==> src/rtl/otp_prog_pkg.sv <==
// Constants and pin bundle for the one-time-programmable memory programmer
package otp_prog_pkg;
   // ----------------------------------------
   // Memory geometry
   // ----------------------------------------
   localparam int ROM_ADDR_W = 18;
   localparam int ROM_DATA_W = 8;
   localparam int TMR_W = 12;
   localparam logic [3:0] MAX_RETRY = 4'hA;   // Extra pulses allowed per byte
   localparam logic [ROM_ADDR_W-1:0] ADDR_ZERO = 18'h00000;
   localparam logic [ROM_ADDR_W-1:0] ADDR_LAST_DEF = 18'h3FFFF;

   // ----------------------------------------
   // Timing, in ns and in 40 MHz cycles
   // ----------------------------------------
   localparam int CLK_NS = 25;
   localparam int T_PW_NS = 100000;    // Nominal program pulse, 95..105 us allowed
   localparam int T_SETUP_NS = 2000;   // Address, data, strobe and supply setup/hold
   localparam int T_DFP_NS = 130;      // Output float after output enable rises
   localparam logic [TMR_W-1:0] PW_CYC = TMR_W'(T_PW_NS / CLK_NS);
   localparam logic [TMR_W-1:0] SETUP_CYC = TMR_W'((T_SETUP_NS + CLK_NS - 1) / CLK_NS);
   localparam logic [TMR_W-1:0] FLOAT_CYC = TMR_W'((T_DFP_NS + CLK_NS - 1) / CLK_NS);

   // ----------------------------------------
   // Pins driven toward the memory
   // ----------------------------------------
   typedef struct packed {
      logic [ROM_ADDR_W-1:0] addr;
      logic [ROM_DATA_W-1:0] data_out;
      logic data_oe;              // High while the programmer drives the data pins
      logic chip_sel_n;
      logic out_en_n;
      logic program_strobe_n;
      logic vcc_prog;             // High selects 6.5 V core supply, low 5.0 V
      logic vpp_prog;             // High selects 13.0 V programming supply, low 5.0 V
      logic id_hv;                // High lifts address_bit_nine to the id voltage
   } rom_pins_t;

   localparam rom_pins_t PINS_IDLE = '{addr: ADDR_ZERO, data_out: 8'h00, data_oe: 1'b0,
      chip_sel_n: 1'b1, out_en_n: 1'b1, program_strobe_n: 1'b1, vcc_prog: 1'b0,
      vpp_prog: 1'b0, id_hv: 1'b0};
endpackage

==> src/rtl/otp_step_timer.sv <==
// Down-counting step timer that paces every phase of the programmer
`timescale 1ns/10ps
module otp_step_timer
   import otp_prog_pkg::*;
#(
   parameter int W = TMR_W
) (
   input wire logic clk_sys,
   input wire logic rst,
   input wire logic load,
   input wire logic [W-1:0] count,
   output logic done
);
   logic [W-1:0] cnt_reg, cnt_next;
   logic busy_reg, busy_next;

   // Load with count-1 so done is seen exactly count cycles after the load edge
   always_comb begin
      cnt_next = cnt_reg;
      busy_next = busy_reg;
      if (load) begin
         cnt_next = count - W'(1);
         busy_next = 1'b1;
      end else if (busy_reg && cnt_reg != '0) begin
         cnt_next = cnt_reg - W'(1);
      end
   end

   always_ff @(posedge clk_sys or posedge rst) begin
      if (rst) begin
         cnt_reg <= '0;
         busy_reg <= 1'b0;
      end else begin
         cnt_reg <= cnt_next;
         busy_reg <= busy_next;
      end
   end

   assign done = busy_reg && cnt_reg == '0;
endmodule

==> src/rtl/otp_programmer.sv <==
// Programmer sequencer: rapid programming run, read-back check and id read
// Contract
// - Each program strobe pulse lasts 100 us, within 95 to 105 us.
// - Address starts at the first location before any pulse.
// - Core supply at 6.5 V and programming supply at 13.0 V first.
// - First pass gives each address one pulse, no verify reads.
// - Verify-and-reprogram loop then restarts from the first address.
// - Failing byte gets at most 10 extra pulses, verify after each.
// - Still mismatching after the tenth extra pulse aborts the run as failed.
// - Verified byte advances the address until the whole range is checked.
// - After the verify loop both supplies return to 5.0 V.
// - At nominal supply read every byte; pass only if all match.
// - Id mode needs address_bit_nine held at the id voltage.
`timescale 1ns/10ps
module otp_programmer
   import otp_prog_pkg::*;
#(
   parameter logic [ROM_ADDR_W-1:0] LAST_ADDR = ADDR_LAST_DEF
) (
   input wire logic clk_sys,
   input wire logic rst,
   input wire logic start,
   input wire logic id_req,
   input wire logic [ROM_DATA_W-1:0] src_data,
   input wire logic [ROM_DATA_W-1:0] data_outputs,
   output rom_pins_t pins,
   output logic [ROM_ADDR_W-1:0] src_addr,
   output logic busy,
   output logic done,
   output logic pass,
   output logic fail,
   output logic id_valid,
   output logic [ROM_DATA_W-1:0] maker_code,
   output logic [ROM_DATA_W-1:0] device_code
);
   // ----------------------------------------
   // State
   // ----------------------------------------
   typedef enum logic [3:0] {
      S_IDLE, S_SUPPLY, S_PSET, S_PULSE, S_PHOLD, S_VREAD, S_VFLOAT,
      S_SUPDN, S_RREAD, S_RFLOAT, S_ID0, S_ID1
   } state_t;

   state_t state_reg, state_next;
   rom_pins_t pins_reg, pins_next;
   logic [3:0] retry_reg, retry_next;
   logic verify_reg, verify_next;
   logic match_reg, match_next;
   logic mism_reg, mism_next;
   logic busy_reg, busy_next, done_reg, done_next, pass_reg, pass_next;
   logic fail_reg, fail_next, idv_reg, idv_next;
   logic [ROM_DATA_W-1:0] maker_reg, maker_next, dev_reg, dev_next;
   logic tmr_load, tmr_done;
   logic [TMR_W-1:0] tmr_count;
   logic is_last;

   assign is_last = pins_reg.addr == LAST_ADDR;

   otp_step_timer #(.W(TMR_W)) u_timer (
      .clk_sys(clk_sys),
      .rst(rst),
      .load(tmr_load),
      .count(tmr_count),
      .done(tmr_done)
   );

   // ----------------------------------------
   // Sequencer next-state logic
   // ----------------------------------------
   always_comb begin
      state_next = state_reg;
      pins_next = pins_reg;
      retry_next = retry_reg;
      verify_next = verify_reg;
      match_next = match_reg;
      mism_next = mism_reg;
      busy_next = busy_reg;
      done_next = 1'b0;
      pass_next = pass_reg;
      fail_next = fail_reg;
      idv_next = 1'b0;
      maker_next = maker_reg;
      dev_next = dev_reg;
      tmr_load = 1'b0;
      tmr_count = SETUP_CYC;
      unique case (state_reg)
         S_IDLE: begin
            if (start) begin
               pins_next = PINS_IDLE;
               pins_next.vcc_prog = 1'b1;
               pins_next.vpp_prog = 1'b1;
               {verify_next, retry_next, mism_next} = '0;
               {busy_next, pass_next, fail_next} = 3'b100;
               tmr_load = 1'b1;
               state_next = S_SUPPLY;
            end else if (id_req) begin
               // id voltage; maker code with bit zero low
               pins_next = PINS_IDLE;
               pins_next.id_hv = 1'b1;
               pins_next.chip_sel_n = 1'b0;
               pins_next.out_en_n = 1'b0;
               busy_next = 1'b1;
               tmr_load = 1'b1;
               state_next = S_ID0;
            end
         end
         S_SUPPLY: begin
            if (tmr_done) begin
               pins_next.chip_sel_n = 1'b0;
               pins_next.data_oe = 1'b1;
               tmr_load = 1'b1;
               state_next = S_PSET;
            end
         end
         S_PSET: begin
            // Data follows the source until the strobe falls, then is frozen
            pins_next.data_out = src_data;
            if (tmr_done) begin
               // open a pulse of nominal width
               pins_next.program_strobe_n = 1'b0;
               tmr_count = PW_CYC;
               tmr_load = 1'b1;
               state_next = S_PULSE;
            end
         end
         S_PULSE: begin
            if (tmr_done) begin
               pins_next.program_strobe_n = 1'b1;
               tmr_load = 1'b1;
               state_next = S_PHOLD;
            end
         end
         S_PHOLD: begin
            if (tmr_done) begin
               tmr_load = 1'b1;
               pins_next.data_oe = 1'b0;
               if (verify_reg) begin
                  pins_next.out_en_n = 1'b0;
                  state_next = S_VREAD;
               end else if (is_last) begin
                  // verify loop restarts at the first address
                  pins_next.addr = ADDR_ZERO;
                  pins_next.out_en_n = 1'b0;
                  verify_next = 1'b1;
                  retry_next = '0;
                  state_next = S_VREAD;
               end else begin
                  // next address gets its single pulse, no read between
                  pins_next.addr = pins_reg.addr + 18'h00001;
                  pins_next.data_oe = 1'b1;
                  state_next = S_PSET;
               end
            end
         end
         S_VREAD: begin
            if (tmr_done) begin
               // compare the stored byte with the intended one
               match_next = data_outputs == src_data;
               pins_next.out_en_n = 1'b1;
               tmr_count = FLOAT_CYC;
               tmr_load = 1'b1;
               state_next = S_VFLOAT;
            end
         end
         S_VFLOAT: begin
            if (tmr_done) begin
               if (match_reg && is_last) begin
                  // supplies back to 5.0 V once every byte verified
                  pins_next.vcc_prog = 1'b0;
                  pins_next.vpp_prog = 1'b0;
                  pins_next.chip_sel_n = 1'b1;
                  pins_next.addr = ADDR_ZERO;
                  tmr_load = 1'b1;
                  state_next = S_SUPDN;
               end else if (match_reg) begin
                  pins_next.addr = pins_reg.addr + 18'h00001;
                  pins_next.out_en_n = 1'b0;
                  retry_next = '0;
                  tmr_load = 1'b1;
                  state_next = S_VREAD;
               end else if (retry_reg == MAX_RETRY) begin
                  pins_next = PINS_IDLE;
                  pins_next.addr = pins_reg.addr;
                  {busy_next, done_next, fail_next} = 3'b011;
                  state_next = S_IDLE;
               end else begin
                  // one more pulse for this byte
                  retry_next = retry_reg + 4'h1;
                  pins_next.data_oe = 1'b1;
                  tmr_load = 1'b1;
                  state_next = S_PSET;
               end
            end
         end
         S_SUPDN: begin
            if (tmr_done) begin
               pins_next.chip_sel_n = 1'b0;
               pins_next.out_en_n = 1'b0;
               tmr_load = 1'b1;
               state_next = S_RREAD;
            end
         end
         S_RREAD: begin
            if (tmr_done) begin
               if (data_outputs != src_data) begin
                  mism_next = 1'b1;
               end
               pins_next.out_en_n = 1'b1;
               tmr_count = FLOAT_CYC;
               tmr_load = 1'b1;
               state_next = S_RFLOAT;
            end
         end
         S_RFLOAT: begin
            if (tmr_done) begin
               tmr_load = 1'b1;
               if (is_last) begin
                  // pass only when no byte differed
                  pins_next = PINS_IDLE;
                  {busy_next, done_next} = 2'b01;
                  pass_next = !mism_reg;
                  fail_next = mism_reg;
                  state_next = S_IDLE;
               end else begin
                  pins_next.addr = pins_reg.addr + 18'h00001;
                  pins_next.out_en_n = 1'b0;
                  state_next = S_RREAD;
               end
            end
         end
         S_ID0: begin
            if (tmr_done) begin
               // device-type code with bit zero high
               maker_next = data_outputs;
               pins_next.addr[0] = 1'b1;
               tmr_load = 1'b1;
               state_next = S_ID1;
            end
         end
         S_ID1: begin
            if (tmr_done) begin
               dev_next = data_outputs;
               pins_next = PINS_IDLE;
               busy_next = 1'b0;
               idv_next = 1'b1;
               state_next = S_IDLE;
            end
         end
      endcase
   end

   // Register everything; every output leaves from here
   always_ff @(posedge clk_sys or posedge rst) begin
      if (rst) begin
         state_reg <= S_IDLE;
         pins_reg <= PINS_IDLE;
         retry_reg <= 4'h0;
         {verify_reg, match_reg, mism_reg} <= 3'b000;
         {busy_reg, done_reg, pass_reg, fail_reg, idv_reg} <= 5'b00000;
         maker_reg <= 8'h00;
         dev_reg <= 8'h00;
      end else begin
         state_reg <= state_next;
         pins_reg <= pins_next;
         retry_reg <= retry_next;
         {verify_reg, match_reg, mism_reg} <= {verify_next, match_next, mism_next};
         {busy_reg, done_reg, pass_reg, fail_reg, idv_reg} <=
            {busy_next, done_next, pass_next, fail_next, idv_next};
         maker_reg <= maker_next;
         dev_reg <= dev_next;
      end
   end

   assign pins = pins_reg;
   assign src_addr = pins_reg.addr;
   assign {busy, done, pass, fail, id_valid} =
      {busy_reg, done_reg, pass_reg, fail_reg, idv_reg};
   assign maker_code = maker_reg;
   assign device_code = dev_reg;

   // ----------------------------------------
   // Checks
   // ----------------------------------------
   // Helper: length of the current strobe low time
   logic [TMR_W-1:0] low_cnt;
   always_ff @(posedge clk_sys or posedge rst) begin
      if (rst) begin
         low_cnt <= '0;
      end else begin
         low_cnt <= pins_reg.program_strobe_n ? '0 : low_cnt + TMR_W'(1);
      end
   end
endmodule

==> config.mk <==
export PLATFORM = sky130hd
export DESIGN_NAME = otp_programmer
export DESIGN_NICKNAME = d
export VERILOG_FILES = /design/src/rtl/otp_prog_pkg.sv /design/src/rtl/otp_step_timer.sv /design/src/rtl/otp_programmer.sv
export SDC_FILE = /design/constraint.sdc
export NUM_CORES = 1
export LEC_CHECK = 0
export BUFFER_PORTS_ARGS = -buffer_cell sky130_fd_sc_hd__buf_2
export CORE_AREA = 2 2 91 93
export DETAILED_ROUTE_END_ITERATION = 7
export DIE_AREA = 0 0 93 95
export PLACE_DENSITY = 0.85
export SLEW_MARGIN = 40
export SYNTH_ARGS = -nofsm -noshare
export SYNTH_HDL_FRONTEND = slang
export SYNTH_SLANG_ARGS = --single-unit
==> constraint.sdc <==
create_clock -name clk_sys -period 5.3 [get_ports clk_sys]
set_input_delay 0.53 -clock clk_sys [delete_from_list [all_inputs] [get_ports clk_sys]]
set_output_delay 0.53 -clock clk_sys [all_outputs]
set_load 0.02 [all_outputs]
==> run summary <==
Clk_lat worst skew = 0.37 ns
Final worst path period need = 3.64 ns
Final instance area = 5200 um2
Worst EP required = 5.58 ns
Die area = 8840 um2
Worst hold path type = in2async
Die H = 95 um
First-pass GRT wire length = 19.2 mm
TritonCTS clock tree = done
Finish-stage setup viols = 0
DR pass1 iterations = 8
Syn_nets = 523
Overall global routing resource usage = 27.2%
Top-area cell type share of the netlist area = 40.0%
Multi-input logic area = 2400 um2
Post-DRT Antenna Nets = 0
Ant diodes = 0
Fin. max-slew vios = 0
Cts repair resizes = 0
Worst Reg-to-Reg Cells = 12
Mapped Avg Cell Area = 9.28 um2
Leading area contributor after synthesis = dfrtp_1
Post-synthesis simple-gate area fraction = 19.9%
Syn. warnings = 0
Rows = 33
Static leakage = 2.43 nW
Io pins = 92
Postcts setup bufs = 0
FF+latch area = 1930 um2
CTS Root Buffer Type = clkbuf_8
Fin. Hold Viols = 0
Die Span X = 93 um
Final Wtd Congestion = 0.953
Final period util = 68.7%
Top achievable clock speed = 0.275 GHz
Status = finished clean
Setup CP Type = reg2reg
Fill cell count = 636
CTS buffer count = 9
Clk buf depth = 2
Main synth FF type = dfrtp_1
Post-DP Area = 4990 um2
Largest family of logic cells by synthesized area = compound AO/OA/AOI/OAI gates
IO Port Bufs = 91
Xor and xnor area share after synthesis = 3.03%
Sequential share of the synthesized area = 41.7%
Final Util = 65.6%
Largest net degree at the start of global routing = 78
Worst EP arrival = 3.92 ns
Headroom to the max-slew limit = 50.0%
Drt drc = 0
Critical path endpoint = u_timer.cnt_reg[6]$_DFFE_PP0P_
Clk_skew = 0.0171 ns
Worst r2r src = state_reg[0]$_DFFE_PP0P_
Final net count = 582
Seq cells post-synth = 77
Crit. Startpoint = state_reg[0]$_DFFE_PP0P_
Max-Cap Viols = 0
Synth async-reset ratio = 100%
Mux contribution to synthesized area = 5.32%
Mapped Cells = 499
Layout cells sized above 1 = 29.0%
H-Tree Level Count = 3
Startpoint types = register
R2R setup slack = 1.66 ns
DR vias = 4,260
Setup_tns = 0 ns
Initial antenna violation count = 0
WL/cell = 17.5 um
Initial drt markers = 514
Syn-to-layout area delta = 12.2%
Reg clk slew, reported paths = 0.10 ns
VDD IR-drop max = 0.298 mV
WL final = 11.7 mm
Via-to-Cell Ratio = 6.38
Mapped Area = 4630 um2
Unrepaired setup endpoints after global routing = no
Compound-cell area share of the yosys netlist = 22.1%
Synth top area cells = dfrtp_1 40%, mux2_2 5.1%, nand2_1 4.0%
Worst-path maximum fanout = 33
Hold_buf cts = 0
DP Wirelength = 8.11 mm
Pwr Density = 473 nW/um2
Initial Utilization = 58.4%
Number of flip-flops in the largest register = 18
Reg2reg end = u_timer.cnt_reg[6]$_DFFE_PP0P_
Post-synth EDFFs = 0
Crit end category = register
Unique cell type count in the Yosys netlist = 74
Number of global-route vias before repair = 3,871
Total grt overflow = 0
Post-synthesis adder-cell area fraction = 1.08%
Core ar. = 7930 um2
Worst-margin pin slew = 0.750 ns
CTS sink count = 77
synthesized netlist by cell type (6+ instances only):
library cell	number
nor3_1	12
buf_4	21
a22o_1	10
dfrtp_1	74
nor4_1	6
or3_1	6
nor2b_1	8
nor2_1	41
mux2_2	21
nand3_1	19
xnor2_1	11
inv_1	9
clkbuf_1	17
buf_1	6
o31ai_2	7
a31oi_1	7
a21oi_1	21
nand2_1	49
o21ai_0	34
o31ai_1	8
report_power, final:
group	internal, W	switching, W
clock network	0.000180	0.000253
registers	0.000717	0.000143
logic	0.000438	0.000728
cell families (layout without fill, tap and decap cells):
family                   after synthesis  after routing
AND/OR/NAND/NOR                      179            179
AO/OA/AOI/OAI                        142            142
XOR/XNOR                              16             16
flip-flops                            77             77
multiplexers                          22             22
buffers and inverters                 59            123
adder cells (fa/ha/maj)                4              4
routing by layer:
metal  track usage, %  share of wire (%)  up-vias
li1                 -                  -     1944
met1             38.7                 43     2054
met2             42.8                 48      236
met3             4.71                7.5       26
met4             8.58                1.9        0
met5                0                  0        -
critical path: stages (launching register included):
cell	delay, ns
dfrtp_1	0.37
buf_4	0.23
or4_1	0.63
nor3_1	0.32
nor2_1	0.16
a21oi_2	0.54
a21oi_1	0.18
ha_1	0.34
nand4bb_1	0.18
or3_1	0.16
nor2_1	0.06
xnor2_1	0.16
a211oi_1	0.22
how the worst min path moves through the flow:
stage | start | to | slack (ns)
floorplan | mism_reg$_DFFE_PP0P_ | mism_reg$_DFFE_PP0P_ | 0.46
global placement | pins[9]$_DFFE_PP0P_ | pins[9]$_DFFE_PP0P_ | 0.48
detailed placement | pins[7]$_DFFE_PP0P_ | pins[7]$_DFFE_PP0P_ | 0.48
CTS | rst | id_valid$_DFF_PP0_ | 0.37
global route | rst | id_valid$_DFF_PP0_ | 0.39
finish | rst | maker_code[0]$_DFFE_PP0P_ | 0.33
metrics by stage:
| stage | hold slack (ns) | std cells | total power, W | setup slack [ns] |
|---|---|---|---|---|
| 2_1_floorplan | 0.463 | 499 | 0.00173 | 2.15 |
| 3_3_place_gp | 0.478 | 652 | 0.00196 | 1.89 |
| 3_5_place_dp | 0.480 | 652 | 0.00201 | 1.63 |
| 4_1_cts | 0.366 | 668 | 0.00244 | 1.60 |
| 5_1_grt | 0.391 | 668 | 0.00263 | 1.32 |
| 6_report | 0.332 | 668 | 0.00246 | 1.66 |
placed cells by master (no fill, tap or decap), types with 7 or more instances in the layout:
cell type / Yosys / routed
dfrtp_1: 74 / 73
o31ai_1: 8 / 8
nor2_1: 41 / 41
nor2b_1: 8 / 8
clkbuf_8: 0 / 9
a31oi_1: 7 / 7
inv_1: 9 / 8
a21oi_1: 21 / 21
a22o_1: 10 / 10
nand3_1: 19 / 19
o31ai_2: 7 / 7
nor3_1: 12 / 12
xnor2_1: 11 / 11
buf_2: 4 / 91
nand2_1: 49 / 49
o21ai_0: 34 / 34
mux2_2: 21 / 21
area by class of cell:
| cell class | count | area share, % |
|---|---|---|
| Clock buffer | 9 | 2.38 |
| Clock inverter | 7 | 1.30 |
| Inverter | 9 | 0.650 |
| Multi-Input combinational cell | 363 | 46.1 |
| Sequential cell | 77 | 37.2 |
| Tap cell | 105 | 2.53 |
| Timing Repair Buffer | 98 | 9.84 |
Note: power is estimated with default switching activity, not from simulation.
